==> config.mk <==
export PLATFORM = sky130hd
export DESIGN_NAME = load_remote_command_port
export DESIGN_NICKNAME = d
export VERILOG_FILES = /design/src/design/load_remote_pkg.sv /design/src/design/load_remote_command_port.sv /design/src/design/uart_rx_unit.sv /design/src/design/uart_tx_unit.sv
export SDC_FILE = /design/constraint.sdc
export NUM_CORES = 2
export LEC_CHECK = 0
export BUFFER_PORTS_ARGS = -buffer_cell sky130_fd_sc_hd__buf_4
export CAP_MARGIN = 30
export CORE_MARGIN = 5
export CORE_UTILIZATION = 50
export CTS_CLUSTER_SIZE = 25
export DETAILED_ROUTE_END_ITERATION = 16
export GPL_TIMING_DRIVEN = 1
export MAX_ROUTING_LAYER = met4
export PLACE_DENSITY = 0.82
export SLEW_MARGIN = 10
export SYNTH_ARGS = -nofsm -noshare
export SYNTH_HDL_FRONTEND = slang
export SYNTH_SLANG_ARGS = --single-unit
==> constraint.sdc <==
create_clock -name ref_clk -period 4.55 [get_ports ref_clk]
set_input_delay 0.455 -clock ref_clk [delete_from_list [all_inputs] [get_ports ref_clk]]
set_output_delay 0.455 -clock ref_clk [all_outputs]
set_load 0.005 [all_outputs]
==> src/design/load_remote_pkg.sv <==
// shared constants, types and helpers of the remote command port
package load_remote_pkg;
   localparam int CLK_HZ = 250_000_000;
   // serial rate selections
   localparam logic [1:0] BAUD_4800 = 2'h0;
   localparam logic [1:0] BAUD_9600 = 2'h1;
   localparam logic [1:0] BAUD_19200 = 2'h2;
   localparam logic [1:0] BAUD_38400 = 2'h3;
   // parity selections
   localparam logic [1:0] PAR_NONE = 2'h0;
   localparam logic [1:0] PAR_EVEN = 2'h1;
   localparam logic [1:0] PAR_ODD = 2'h2;
   localparam int DATA_BITS = 8;
   localparam int GAP_BITS = 35;
   localparam int RX_BUF_BYTES = 24;
   localparam int MAX_PRESET_REGS = 8;
   // frame function codes, coil addresses and values
   localparam logic [7:0] FN_FORCE_COIL = 8'h05;
   localparam logic [7:0] FN_PRESET_MULTI = 8'h10;
   localparam logic [15:0] COIL_REMOTE_CTRL = 16'h0000;
   localparam logic [15:0] COIL_REMOTE_ENABLE = 16'h0001;
   localparam logic [15:0] COIL_ON = 16'hFF00;
   localparam logic [15:0] COIL_OFF = 16'h0000;
   // parameter slots, two 16-bit registers each, high word at even address
   localparam int PARAM_COUNT = 12;
   localparam logic [3:0] SLOT_MODE_SELECT = 4'h8;
   localparam logic [15:0] MAX_MODE_SELECT = 16'h0002;
   localparam logic [15:0] REG_PARAM_END = 16'h0018;
   localparam logic [15:0] REG_COMMAND = 16'h0018;
   localparam logic [15:0] REG_SERIAL_RATE = 16'h001A;
   localparam logic [15:0] REG_DEVICE_ADDR = 16'h001B;
   // command codes
   localparam logic [15:0] CMD_DYNAMIC = 16'h0019;
   localparam logic [15:0] CMD_BATTERY = 16'h0026;
   localparam logic [15:0] CMD_SYSTEM = 16'h0029;
   localparam logic [15:0] CMD_INPUT_ON = 16'h002A;
   localparam logic [15:0] CMD_INPUT_OFF = 16'h002B;
   localparam logic [11:0] MASK_BATTERY = 12'h003;
   localparam logic [11:0] MASK_DYNAMIC = 12'h1FC;
   localparam logic [11:0] MASK_SYSTEM = 12'hE00;
   // local register offsets
   localparam logic [7:0] OFS_CONFIG = 8'h00;
   localparam logic [7:0] OFS_STATUS = 8'h04;
   localparam logic [7:0] OFS_ERRORS = 8'h08;
   localparam logic [7:0] OFS_PARAM_BASE = 8'h40;

   typedef struct packed {
      logic [7:0] devAddr;
      logic [1:0] parity;
      logic [1:0] baudSel;
   } serial_cfg_s;
   localparam serial_cfg_s CFG_RESET = '{devAddr: 8'h01, parity: PAR_NONE, baudSel: BAUD_9600};

   typedef struct packed {
      logic [15:0] function_;
      logic remoteCtrl;
      logic remoteEnable;
      logic loadOn;
   } load_state_s;

   // clock cycles per serial bit for a rate selection
   function automatic logic [15:0] bit_ticks(input logic [1:0] sel, input int hz);
      case (sel)
         BAUD_4800: bit_ticks = 16'(hz / 4800);
         BAUD_19200: bit_ticks = 16'(hz / 19200);
         BAUD_38400: bit_ticks = 16'(hz / 38400);
         default: bit_ticks = 16'(hz / 9600);
      endcase
   endfunction

   // parity bit to send or expect for a byte
   function automatic logic parity_bit(input logic [7:0] d, input logic [1:0] mode);
      parity_bit = (mode == PAR_ODD) ? ~(^d) : ^d;
   endfunction

   // one byte step of the frame check sum
   function automatic logic [15:0] crc_step(input logic [15:0] crc, input logic [7:0] d);
      logic [15:0] c;
      c = crc ^ {8'h00, d};
      for (int i = 0; i < 8; i++) begin
         c = c[0] ? ((c >> 1) ^ 16'hA001) : (c >> 1);
      end
      crc_step = c;
   endfunction
endpackage

==> src/design/load_remote_command_port.sv <==
// remote command interpreter: serial frames, staged setpoints, command apply
// Function
// - command 38 applies setpoint, end voltage; battery test
// - command 25 applies dynamic parameters, mode 0..2
// - command 41 applies limits and remote enable
// - only matching rate and address frames answered
// - rates 4800/9600/19200/38400, 9600 after reset
// - 8 data bits, 1 stop, parity none/even/odd
// - rate and address set locally or remotely
// - command 42 input on, 43 input off
// - remote coil 1 enters, 0 leaves remote control
//
// The address map and the address-and-strobe port are this design's own decisions.
`timescale 1ns/1ps
module load_remote_command_port #(parameter int CLK_FREQ = load_remote_pkg::CLK_HZ) (
   // clock and reset
   input wire logic ref_clk,
   input wire logic resetn,
   // serial pins
   input wire logic rxdPin,
   output logic txdPin,
   // local register port
   input wire logic [7:0] regAddr,
   input wire logic [31:0] regWdata,
   input wire logic regWrite,
   input wire logic regRead,
   output logic [31:0] regRdata,
   // state toward the load
   output logic [load_remote_pkg::PARAM_COUNT-1:0][31:0] activeParam,
   output load_remote_pkg::load_state_s loadState,
   output load_remote_pkg::serial_cfg_s serialCfg
);
   import load_remote_pkg::*;
   typedef enum logic [2:0] {S_COLLECT, S_DECODE, S_WRITE, S_APPLY, S_REPLY} state_e;
   state_e state_reg;
   logic rxMeta_reg, rxSync_reg;
   logic rxValid, rxError, txReady, txStart_reg, txWait_reg;
   logic [7:0] rxByte, txByte_reg;
   logic [7:0] buf_reg [RX_BUF_BYTES];
   logic [4:0] count_reg, idx_reg;
   logic [15:0] crc_reg, txCrc_reg, gapTick_reg, cmd_reg, bitTicks;
   logic [5:0] gapBits_reg;
   logic bad_reg, cmdSeen_reg;
   logic [PARAM_COUNT-1:0][31:0] staged_reg;
   logic stagedEnable_reg, cfgPend_reg, cfgApply;
   serial_cfg_s cfgStaged_reg;
   logic [31:0] errors_reg;
   logic frameDone, frameOk, coilOk, presetOk, writeEn, applyEn;
   logic [15:0] startAddr, wordAt, nRegs, curAddr, curVal;

   assign bitTicks = bit_ticks(serialCfg.baudSel, CLK_FREQ);
   assign startAddr = {buf_reg[2], buf_reg[3]};
   assign wordAt = {buf_reg[4], buf_reg[5]};
   assign nRegs = wordAt;
   assign curAddr = startAddr + 16'(idx_reg);
   assign curVal = {buf_reg[5'd7 + {idx_reg[3:0], 1'b0}], buf_reg[5'd8 + {idx_reg[3:0], 1'b0}]};
   assign frameDone = state_reg == S_COLLECT && count_reg != 5'h0 && gapBits_reg == 6'(GAP_BITS);
   // address filter and check sum; a wrong rate shows as bad characters
   assign frameOk = !bad_reg && count_reg >= 5'd8 && crc_reg == 16'h0000
                    && buf_reg[0] == serialCfg.devAddr;
   assign coilOk = buf_reg[1] == FN_FORCE_COIL && count_reg == 5'd8
                   && (wordAt == COIL_ON || wordAt == COIL_OFF);
   assign presetOk = buf_reg[1] == FN_PRESET_MULTI && nRegs != 16'h0000
                     && nRegs <= 16'(MAX_PRESET_REGS) && {8'h00, buf_reg[6]} == nRegs << 1
                     && {11'h000, count_reg} == 16'd9 + (nRegs << 1);
   assign writeEn = state_reg == S_WRITE;
   assign applyEn = state_reg == S_APPLY && cmdSeen_reg;
   assign cfgApply = state_reg == S_REPLY && txReady && !txWait_reg && idx_reg == 5'd8;

   // pin synchroniser
   always_ff @(posedge ref_clk) begin
      if (!resetn) begin
         rxMeta_reg <= 1'b1;
         rxSync_reg <= 1'b1;
      end else begin
         rxMeta_reg <= rxdPin;
         rxSync_reg <= rxMeta_reg;
      end
   end

   uart_rx_unit rxUnit (
      .ref_clk(ref_clk), .resetn(resetn), .rxLine(rxSync_reg), .bitTicks(bitTicks),
      .parity(serialCfg.parity), .byteValid(rxValid), .byteData(rxByte), .byteError(rxError)
   );
   uart_tx_unit txUnit (
      .ref_clk(ref_clk), .resetn(resetn), .txStart(txStart_reg), .txData(txByte_reg),
      .txReady(txReady), .bitTicks(bitTicks), .parity(serialCfg.parity), .txLine(txdPin)
   );

   // silence timer marking the end of a frame
   always_ff @(posedge ref_clk) begin
      if (!resetn || !rxSync_reg || rxValid || state_reg != S_COLLECT) begin
         gapTick_reg <= 16'h0000;
         gapBits_reg <= 6'h00;
      end else if (gapBits_reg != 6'(GAP_BITS)) begin
         if (gapTick_reg == bitTicks - 16'h0001) begin
            gapTick_reg <= 16'h0000;
            gapBits_reg <= gapBits_reg + 6'h01;
         end else begin
            gapTick_reg <= gapTick_reg + 16'h0001;
         end
      end
   end

   // frame collection, decode, register walk and reply sequencing
   always_ff @(posedge ref_clk) begin
      txStart_reg <= 1'b0;
      if (!resetn) begin
         state_reg <= S_COLLECT;
         count_reg <= 5'h0;
         idx_reg <= 5'h0;
         crc_reg <= 16'hFFFF;
         txCrc_reg <= 16'hFFFF;
         bad_reg <= 1'b0;
         txWait_reg <= 1'b0;
         txByte_reg <= 8'h00;
         for (int i = 0; i < RX_BUF_BYTES; i++) buf_reg[i] <= 8'h00;
      end else begin
         unique case (state_reg)
            S_COLLECT: begin
               if (rxValid) begin
                  bad_reg <= bad_reg | rxError | (count_reg == 5'(RX_BUF_BYTES));
                  if (count_reg != 5'(RX_BUF_BYTES)) begin
                     buf_reg[count_reg] <= rxByte;
                     count_reg <= count_reg + 5'h1;
                     crc_reg <= crc_step(crc_reg, rxByte);
                  end
               end else if (frameDone) begin
                  state_reg <= S_DECODE;
               end
            end
            S_DECODE: begin
               idx_reg <= 5'h0;
               txCrc_reg <= 16'hFFFF;
               if (frameOk && presetOk) state_reg <= S_WRITE;
               else if (frameOk && coilOk) state_reg <= S_REPLY;
               else state_reg <= S_COLLECT;
               count_reg <= 5'h0;
               crc_reg <= 16'hFFFF;
               bad_reg <= 1'b0;
            end
            S_WRITE: begin
               idx_reg <= idx_reg + 5'h1;
               if ({11'h000, idx_reg} == nRegs - 16'h0001) state_reg <= S_APPLY;
            end
            S_APPLY: begin
               idx_reg <= 5'h0;
               state_reg <= S_REPLY;
            end
            S_REPLY: begin
               // echo the first six bytes, then the check sum
               if (txWait_reg) begin
                  txWait_reg <= 1'b0;
               end else if (txReady) begin
                  if (idx_reg == 5'd8) begin
                     state_reg <= S_COLLECT;
                  end else begin
                     txByte_reg <= idx_reg < 5'd6 ? buf_reg[idx_reg[2:0]]
                                 : idx_reg == 5'd6 ? txCrc_reg[7:0] : txCrc_reg[15:8];
                     if (idx_reg < 5'd6) txCrc_reg <= crc_step(txCrc_reg, buf_reg[idx_reg[2:0]]);
                     txStart_reg <= 1'b1;
                     txWait_reg <= 1'b1;
                     idx_reg <= idx_reg + 5'h1;
                  end
               end
            end
            default: state_reg <= S_COLLECT;
         endcase
      end
   end

   // staged presets, command latch and staged serial setup
   always_ff @(posedge ref_clk) begin
      if (!resetn) begin
         staged_reg <= '0;
         cmd_reg <= 16'h0000;
         cmdSeen_reg <= 1'b0;
         cfgStaged_reg <= CFG_RESET;
         cfgPend_reg <= 1'b0;
      end else if (state_reg == S_DECODE) begin
         cmdSeen_reg <= 1'b0;
         cfgPend_reg <= 1'b0;
      end else if (writeEn) begin
         if (curAddr < REG_PARAM_END) begin
            if (curAddr[4:1] != SLOT_MODE_SELECT) begin
               if (curAddr[0]) staged_reg[curAddr[4:1]][15:0] <= curVal;
               else staged_reg[curAddr[4:1]][31:16] <= curVal;
            end else if (curAddr[0] && curVal <= MAX_MODE_SELECT) begin
               staged_reg[curAddr[4:1]] <= {16'h0000, curVal};
            end
         end else if (curAddr == REG_COMMAND) begin
            cmd_reg <= curVal;
            cmdSeen_reg <= 1'b1;
         end else if (curAddr == REG_SERIAL_RATE) begin
            cfgStaged_reg.baudSel <= curVal[1:0];
            cfgStaged_reg.parity <= curVal[3:2] == 2'h3 ? PAR_NONE : curVal[3:2];
            cfgPend_reg <= 1'b1;
         end else if (curAddr == REG_DEVICE_ADDR) begin
            cfgStaged_reg.devAddr <= curVal[7:0];
            cfgPend_reg <= 1'b1;
         end
      end
   end

   // active setpoints follow staged ones only on their command
   always_ff @(posedge ref_clk) begin
      if (!resetn) begin
         activeParam <= '0;
      end else if (applyEn) begin
         for (int s = 0; s < PARAM_COUNT; s++) begin
            if ((cmd_reg == CMD_BATTERY && MASK_BATTERY[s])
                || (cmd_reg == CMD_DYNAMIC && MASK_DYNAMIC[s])
                || (cmd_reg == CMD_SYSTEM && MASK_SYSTEM[s])) begin
               activeParam[s] <= staged_reg[s];
            end
         end
      end
   end

   // coils, selected function and load input
   always_ff @(posedge ref_clk) begin
      if (!resetn) begin
         loadState <= '0;
         stagedEnable_reg <= 1'b0;
      end else if (state_reg == S_DECODE && frameOk && coilOk) begin
         if (startAddr == COIL_REMOTE_CTRL) loadState.remoteCtrl <= wordAt == COIL_ON;
         if (startAddr == COIL_REMOTE_ENABLE) stagedEnable_reg <= wordAt == COIL_ON;
      end else if (applyEn) begin
         if (cmd_reg == CMD_BATTERY || cmd_reg == CMD_DYNAMIC || cmd_reg == CMD_SYSTEM) begin
            loadState.function_ <= cmd_reg;
         end
         if (cmd_reg == CMD_SYSTEM) loadState.remoteEnable <= stagedEnable_reg;
         if (cmd_reg == CMD_INPUT_ON) loadState.loadOn <= 1'b1;
         if (cmd_reg == CMD_INPUT_OFF) loadState.loadOn <= 1'b0;
      end
   end

   // serial setup: local writes, remote change after the reply
   always_ff @(posedge ref_clk) begin
      if (!resetn) begin
         serialCfg <= CFG_RESET;
      end else if (cfgApply && cfgPend_reg) begin
         serialCfg <= cfgStaged_reg;
      end else if (regWrite && regAddr == OFS_CONFIG) begin
         serialCfg <= serial_cfg_s'(regWdata[11:0]);
      end
   end

   // counter of frames with bad characters or a bad check sum
   always_ff @(posedge ref_clk) begin
      if (!resetn) begin
         errors_reg <= 32'h0000_0000;
      end else if (state_reg == S_DECODE && (bad_reg || crc_reg != 16'h0000)) begin
         errors_reg <= errors_reg + 32'h0000_0001;
      end
   end

   // local read port, data in the cycle after the strobe
   always_ff @(posedge ref_clk) begin
      if (!resetn) begin
         regRdata <= 32'h0000_0000;
      end else if (regRead) begin
         if (regAddr == OFS_CONFIG) regRdata <= {20'h0_0000, serialCfg};
         else if (regAddr == OFS_STATUS) regRdata <= {13'h0000, loadState};
         else if (regAddr == OFS_ERRORS) regRdata <= errors_reg;
         else if (regAddr >= OFS_PARAM_BASE && regAddr < OFS_PARAM_BASE + 8'(4 * PARAM_COUNT)
                  && regAddr[1:0] == 2'h0) regRdata <= activeParam[4'(regAddr[5:2])];
         else regRdata <= 32'h0000_0000;
      end else begin
         regRdata <= 32'h0000_0000;
      end
   end
endmodule // load_remote_command_port

==> src/design/uart_rx_unit.sv <==
// serial character receiver with parity and stop check
`timescale 1ns/1ps
module uart_rx_unit (
   // clock and reset
   input wire logic ref_clk,
   input wire logic resetn,
   // line and setup
   input wire logic rxLine,
   input wire logic [15:0] bitTicks,
   input wire logic [1:0] parity,
   // received character
   output logic byteValid,
   output logic [7:0] byteData,
   output logic byteError
);
   import load_remote_pkg::*;
   typedef enum logic [2:0] {RX_IDLE, RX_START, RX_DATA, RX_PARITY, RX_STOP} rx_state_e;
   rx_state_e state_reg;
   logic [15:0] tick_reg;
   logic [2:0] bitIdx_reg;
   logic parErr_reg;

   // bit timing, sampled at mid bit
   always_ff @(posedge ref_clk) begin
      byteValid <= 1'b0;
      if (!resetn) begin
         state_reg <= RX_IDLE;
         tick_reg <= 16'h0000;
         bitIdx_reg <= 3'h0;
         parErr_reg <= 1'b0;
         byteData <= 8'h00;
         byteError <= 1'b0;
      end else if (state_reg == RX_IDLE) begin
         if (!rxLine) begin
            state_reg <= RX_START;
            tick_reg <= bitTicks >> 1;
         end
      end else if (tick_reg != 16'h0000) begin
         tick_reg <= tick_reg - 16'h0001;
      end else begin
         tick_reg <= bitTicks - 16'h0001;
         unique case (state_reg)
            RX_START: begin
               state_reg <= rxLine ? RX_IDLE : RX_DATA;
               bitIdx_reg <= 3'h0;
               parErr_reg <= 1'b0;
            end
            RX_DATA: begin
               byteData <= {rxLine, byteData[7:1]};
               bitIdx_reg <= bitIdx_reg + 3'h1;
               if (bitIdx_reg == 3'(DATA_BITS - 1)) begin
                  state_reg <= (parity == PAR_NONE) ? RX_STOP : RX_PARITY;
               end
            end
            RX_PARITY: begin
               parErr_reg <= rxLine != parity_bit(byteData, parity);
               state_reg <= RX_STOP;
            end
            RX_STOP: begin
               byteValid <= 1'b1;
               byteError <= parErr_reg | ~rxLine;
               state_reg <= RX_IDLE;
            end
            default: state_reg <= RX_IDLE;
         endcase
      end
   end
endmodule // uart_rx_unit

==> src/design/uart_tx_unit.sv <==
// serial character transmitter, 8 data bits, optional parity, 1 stop bit
`timescale 1ns/1ps
module uart_tx_unit (
   // clock and reset
   input wire logic ref_clk,
   input wire logic resetn,
   // character to send
   input wire logic txStart,
   input wire logic [7:0] txData,
   output logic txReady,
   // setup and line
   input wire logic [15:0] bitTicks,
   input wire logic [1:0] parity,
   output logic txLine
);
   import load_remote_pkg::*;
   logic [10:0] shift_reg;
   logic [3:0] bitsLeft_reg;
   logic [15:0] tick_reg;

   assign txReady = (bitsLeft_reg == 4'h0);

   // shift out start, data, parity and stop bits
   always_ff @(posedge ref_clk) begin
      if (!resetn) begin
         shift_reg <= 11'h7FF;
         bitsLeft_reg <= 4'h0;
         tick_reg <= 16'h0000;
         txLine <= 1'b1;
      end else if (txReady) begin
         txLine <= 1'b1;
         if (txStart) begin
            shift_reg <= (parity == PAR_NONE) ? {2'b11, txData, 1'b0}
                       : {1'b1, parity_bit(txData, parity), txData, 1'b0};
            bitsLeft_reg <= (parity == PAR_NONE) ? 4'hB : 4'hC;
            tick_reg <= 16'h0000;
         end
      end else if (tick_reg != 16'h0000) begin
         tick_reg <= tick_reg - 16'h0001;
      end else begin
         txLine <= shift_reg[0];
         shift_reg <= {1'b1, shift_reg[10:1]};
         bitsLeft_reg <= bitsLeft_reg - 4'h1;
         tick_reg <= bitTicks - 16'h0001;
      end
   end
endmodule // uart_tx_unit

After elaboration in Yosys (flattened, before gate mapping)
Memory sizes are Yosys's and may differ from the RTL's. A register that Yosys moved wholly into a read port is not among the register bits.
Index checks and enable logic that the tools add are counted.

word-level totals
  register bits = 1039
  memory bits (writable) = 192
  bits of input ports = 45
  output and inout port bits = 448
  word-level logic and storage cells = 394
  memories = 1

memories
  name     words  width  read ports  clocked after Yosys merged registers in  wr ports  line                            source
  buf_reg  24     8      10          1                                        24        load_remote_command_port.sv:39  logic [7:0] buf_reg [RX_BUF_BYTES];

cells by class
  add/subtract/negate cells = 15
  $lt $le $gt $ge = 10
  equal/unequal tests = 56
  muxes and demuxes = 111
  bitwise logic cells = 35
  reductions and logical operators = 100

operators with widths
  operator               number
  $bwmux 384             3
  $mux 384               3
  $mux 16                30
  $demux 32 s4           3
  $mux 32                5
  $bmux 32 s4            1
  $eq 16x5->1 const B    4
  $eq 16x6->1 const B    4
  $pmux 16 s2            2
  $reduce_bool 16->1     4
  $sub 16x1->16 const B  4
  $logic_not 16->1       3
  $mux 3                 16
  $not 2->3              16
  $pmux 16 s3            1
  $mux 12                3
  $mux 11                3
  $add 32x1->32 const B  1
  $eq 5x16->1            2
  $xor 16x8->16          2
  $mux 5                 6
  $reduce_and 3->1       10
  $logic_and 1x1->1      26
  $mux 8                 3
  other kinds (72)       172

Longest topological paths before layout
  depth in word-level cells = 22
  mapped depth = 17
  depth with buffers taken out = 12

Cells and area by module
From an unflattened synthesis, not the netlist that was laid out.

second synthesis, totals
  cell total of the unflattened synthesis = 5650
  area, all modules = 55949.9 µm²

modules (own cells, without submodules)
  module                    instances  cells an instance  area an instance (µm²)  seq. area each (µm²)
  load_remote_command_port  1          5113               51752.1                 27246.1
  uart_rx_unit              1          263                2189.6                  660.6
  uart_tx_unit              1          274                2008.2                  620.6

Worst setup path before layout
No wires, ideal clock.

  path kind = register to register
  from = reg idx_reg[1]
  to = reg staged_reg[232] (netlist bit)
  setup time = 0.128 ns
  arrival = 4.428 ns
  required time = 4.422 ns
  slack = -0.005 ns
  stages on the path, launching flop included = 15
  path buffers = 4
  clock period less this slack = 4.555 ns
  cell sequence = dfxtp_1 -> buf_4 -> buf_1 -> inv_1 -> ha_1 -> xnor2_2 -> mux4_1 -> mux4_2 -> buf_6 -> nor4_2 -> nand4_4 -> a2111oi_4 -> buf_6 -> mux2i_1 -> nor2_1

between the ends
  word-level cells in the longest chain between the ends = 8
  elaborated cells on any way between the ends = 24
  classes of those cells = add/sub (3); order compare (4); eq/ne (1); mux (11); reduce/logical (4); memory (1)

RTL lines
  element                                                              line                             source
  start, declared                                                      load_remote_command_port.sv:40   logic [4:0] count_reg, idx_reg;
  start signal, assigned                                               load_remote_command_port.sv:143  idx_reg <= idx_reg + 5'h1;
  start signal, assigned                                               load_remote_command_port.sv:163  idx_reg <= idx_reg + 5'h1;
  parallel branches: the longest is 8 deep, another holds $le 16x2->1  n/a
  end signal, assigned by index                                        load_remote_command_port.sv:186  if (curAddr[0]) staged_reg[curAddr[4:1]][15:0] <= curVal;
  end signal, assigned by index                                        load_remote_command_port.sv:187  else staged_reg[curAddr[4:1]][31:16] <= curVal;
  end signal, assigned by index                                        load_remote_command_port.sv:189  staged_reg[curAddr[4:1]] <= {16'h0000, curVal};
  end, declared                                                        load_remote_command_port.sv:44   logic [PARAM_COUNT-1:0][31:0] staged_reg;

Several ways; the timed one is not identified. The select of a mux whose other input is x is not followed.
A chain may end at the register's enable or synchronous reset.

==> metrics.md <==
| Metric | Value |
|---|---|
| Setup TNS | 0 ps |
| CP Class | register to register |
| Die Y | 342 µm |
| Final cell utilization of the core | 59.6% |
| Status | complete, no violations |
| Core ar. | 109,000 µm² |
| Crit path capture type | register |
| IO buf count | 472 |
| Die outline area | 117,000 µm² |
| Mapped Cells | 5,596 |
| Final Skew | 49.1 ps |
| Vias per cell | 6.02 |
| Startpoint types | register |
| Number of setup violations in the final report | 0 |
| Synth cell types | 86 |
| Most used routing layer in global routing | met2 |
| Die width | 342 µm |
| Critical path destination | staged_reg[367] |
| Number of global-route vias before repair | 42,867 |
| Leakage power | 0.0241 µW |
| Overall routing resource usage | 31.5% |
| RR Endpoint | staged_reg[367] |
| GR Util met3 | 10.2% |
| Post-DP HPWL | 128,000 µm |
| R2R setup slack | 230 ps |
| Routing usage on met1 | 38.4% |
| RSZ-0062 raised after global routing | false |
| Logic pwr share | 6.4% |
| DRC | 0 |
| Routability cong. | 1.03 |
| Post-synth EDFFs | 256 |
| CP max FO | 16 |
| Final Max Slew Viols | 0 |
| Post-CTS setup repair buffer count | 0 |
| Peak Freq | 232 MHz |
| Antenna violations before repair | 12 |
| Final nets | 6,040 |
| Post-Syn Area | 55,200 µm² |
| Detailed Routing Iterations Pass 1 | 6 |
| CTS tree | yes |
| Async S/R FF share, synth | 0% |
| VDD IR-drop max | 0.000314 V |
| Sequential element share of the synthesized area | 51.7% |
| CTS root buf | clkbuf_16 |
| Detailed Route Iter0 Violations | 5,901 |
| PwrDens | 382 nW/µm² |
| P_int | 18,900 µW |
| Largest net degree at the start of global routing | 229 |
| Hold WC Path Type | input pin to register |
| Worst reg-to-reg path cell count | 11 |
| Layout cell share with drive strength beyond 1 | 17.6% |
| Area taken by flip-flops and latches | 28,500 µm² |
| Flop pwr share | 48.0% |
| Worst-Skew Late Latency | 760 ps |
| Most used flip-flop cell after synthesis | dfxtp_1 |
| Final Cycle Share | 94.9% |
| I/O pins | 493 |
| Finished Cell Area | 65,100 µm² |
| P_sw | 6040 µW |
| Fin crit period | 4320 ps |
| First-pass GRT wire length | 273,000 µm |
| Endpoints failing hold | 0 |
| Core Rows | 121 |
| Total CTS buffers | 135 |
| Routed Antenna Nets | 0 |
| Sw frac | 24.2% |
| Seq cells post-synth | 1,297 |
| Clk pwr share | 45.5% |
| Footprint of the multi-input gates | 25,000 µm² |
| Clk pin slew, worst setup/hold paths | 60 ps |
| # clock sinks | 1,297 |
| Max Cap Viol | 0 |
| Met2 GRT Util | 46.4% |
| Post-DP Area | 60,400 µm² |
| Drt total wl | 187,000 µm |
| H-tree depth | 4 |
| Hold_ws | 103 ps |
| Layout fillers | 8,632 |
| Avg WL per Cell | 24.8 µm |
| Vias | 45,413 |
| GR Overflow Total | 0 |
| Syn. warnings | 0 |
| Syn Area/Cell | 9.86 µm² |
| Initial core utilization | 50.5% |
| Area grow syn2layout | 18.0% |
| Overall power | 24,900 µW |
| Worst Setup SP | buf_reg[3][0] |
| Worst Tran Pin Value | 1130 ps |
| Critical Path RT | 5150 ps |
| Critical Path AT | 4920 ps |
| Slew headroom | 24.0% |
| Reg2reg start | buf_reg[3][0] |
| Maximum root-to-sink buffer count | 3 |
[worst min path at each step]
stage,start,to,slack (ps),depth (start not counted)
finish,regWdata[1],serialCfg[1],100,3
global route,regWdata[1],serialCfg[1],90,3
CTS,regWdata[1],serialCfg[1],60,3
detailed placement,rxMeta_reg,rxSync_reg,400,1
global placement,rxMeta_reg,rxSync_reg,390,1
floorplan,rxMeta_reg,rxSync_reg,390,1
[Yosys cell counts, types with 12 or more instances]
cell / instances / area [µm²]
buf_6: 12 / 135
xnor2_1: 73 / 639
o211ai_1: 15 / 113
buf_2: 16 / 80.1
ha_1: 37 / 463
a211oi_1: 27 / 203
o21ai_0: 155 / 776
buf_4: 14 / 105
nand3_1: 63 / 315
nor4_1: 27 / 169
nor3_1: 64 / 320
nor2_1: 520 / 1950
nand2b_1: 17 / 106
mux2i_1: 497 / 4970
inv_1: 39 / 146
or3_1: 22 / 138
o22ai_1: 22 / 138
clkbuf_1: 328 / 1230
and2_1: 242 / 1510
edfxtp_1: 256 / 7690
xor2_1: 76 / 666
and3_1: 15 / 93.8
mux4_2: 161 / 3630
buf_1: 28 / 105
a21oi_1: 470 / 2350
a22oi_1: 24 / 180
nand2_1: 1132 / 4250
dfxtp_1: 1041 / 20800
a222oi_1: 16 / 160
nand4_1: 31 / 194
[cells in the final DEF, fill, tap and decap left out, types with 37 or more instances in the layout]
cell type / instances
nand2_1: 1131
dfxtp_1: 1037
buf_4: 590
nor2_1: 510
mux2i_1: 493
a21oi_1: 469
edfxtp_1: 256
and2_1: 241
mux4_2: 161
o21ai_0: 154
clkbuf_16: 138
xor2_1: 76
xnor2_1: 72
nor3_1: 64
nand3_1: 63
inv_1: 39
ha_1: 37
[kinds of logic (layout without fill, tap and decap cells)]
family          Yosys count  after routing  synth area share (%)
compound gates          786            786                  8.06
xor+xnor                153            153                  2.52
fa+ha+maj                38             38                 0.875
buf+inv                 443            905                  3.31
flops                  1297           1297                  51.7
mux                     672            672                  15.9
other cells               1             15               0.00679
simple gates           2206           2206                  17.6
[stage by stage]
stage	setup WS, ps	cells
2_1_floorplan	46.6	5603
3_3_place_gp	309	7290
3_5_place_dp	233	7291
4_1_cts	186	7537
5_1_grt	86.3	7548
6_report	233	7548
[area by class of cell]
| class | count | area share, % |
|---|---|---|
| diodes | 7 | 0.0269 |
| clock buffers | 185 | 5.91 |
| clock inverters | 60 | 1.19 |
| inverters | 45 | 0.271 |
| multi-input cells | 3863 | 38.5 |
| flip-flops and latches | 1297 | 43.8 |
| well taps | 1476 | 2.84 |
| repair buffers | 615 | 7.47 |
[layer usage]
metal	wire [µm]	up-vias
li1	-	20030
met1	68200	21982
met2	82500	2806
met3	24300	595
met4	12300	0
met5	0	-
[power by group through the flow]
| stage | Clock [µW] | Combinational, µW | Sequential (µW) |
|---|---|---|---|
| after floorplan | 0 | 1140 | 12200 |
| after global placement | 0 | 1480 | 12200 |
| after detailed placement | 0 | 1530 | 12200 |
| after CTS | 11400 | 1550 | 12000 |
| after global routing | 11900 | 1750 | 12000 |
| final | 11300 | 1600 | 12000 |
[critical path, cell delays in order (launching register included)]
cell and delay (ps):
edfxtp_1 450, ha_1 210, inv_1 50, fa_1 730, nand2_1 180, or4_1 700, nor4_1 470, nand4_4 350
nand2_1 410, nand4_2 150, buf_4 290, mux2i_1 170
[what timing repair did]
item,CTS,global route
hold buffers,1,0
resized for setup,0,1
hold endpoints to repair,1,0
endpoints found under the setup margin,0,26
Note: power is estimated with default switching activity, not from simulation.
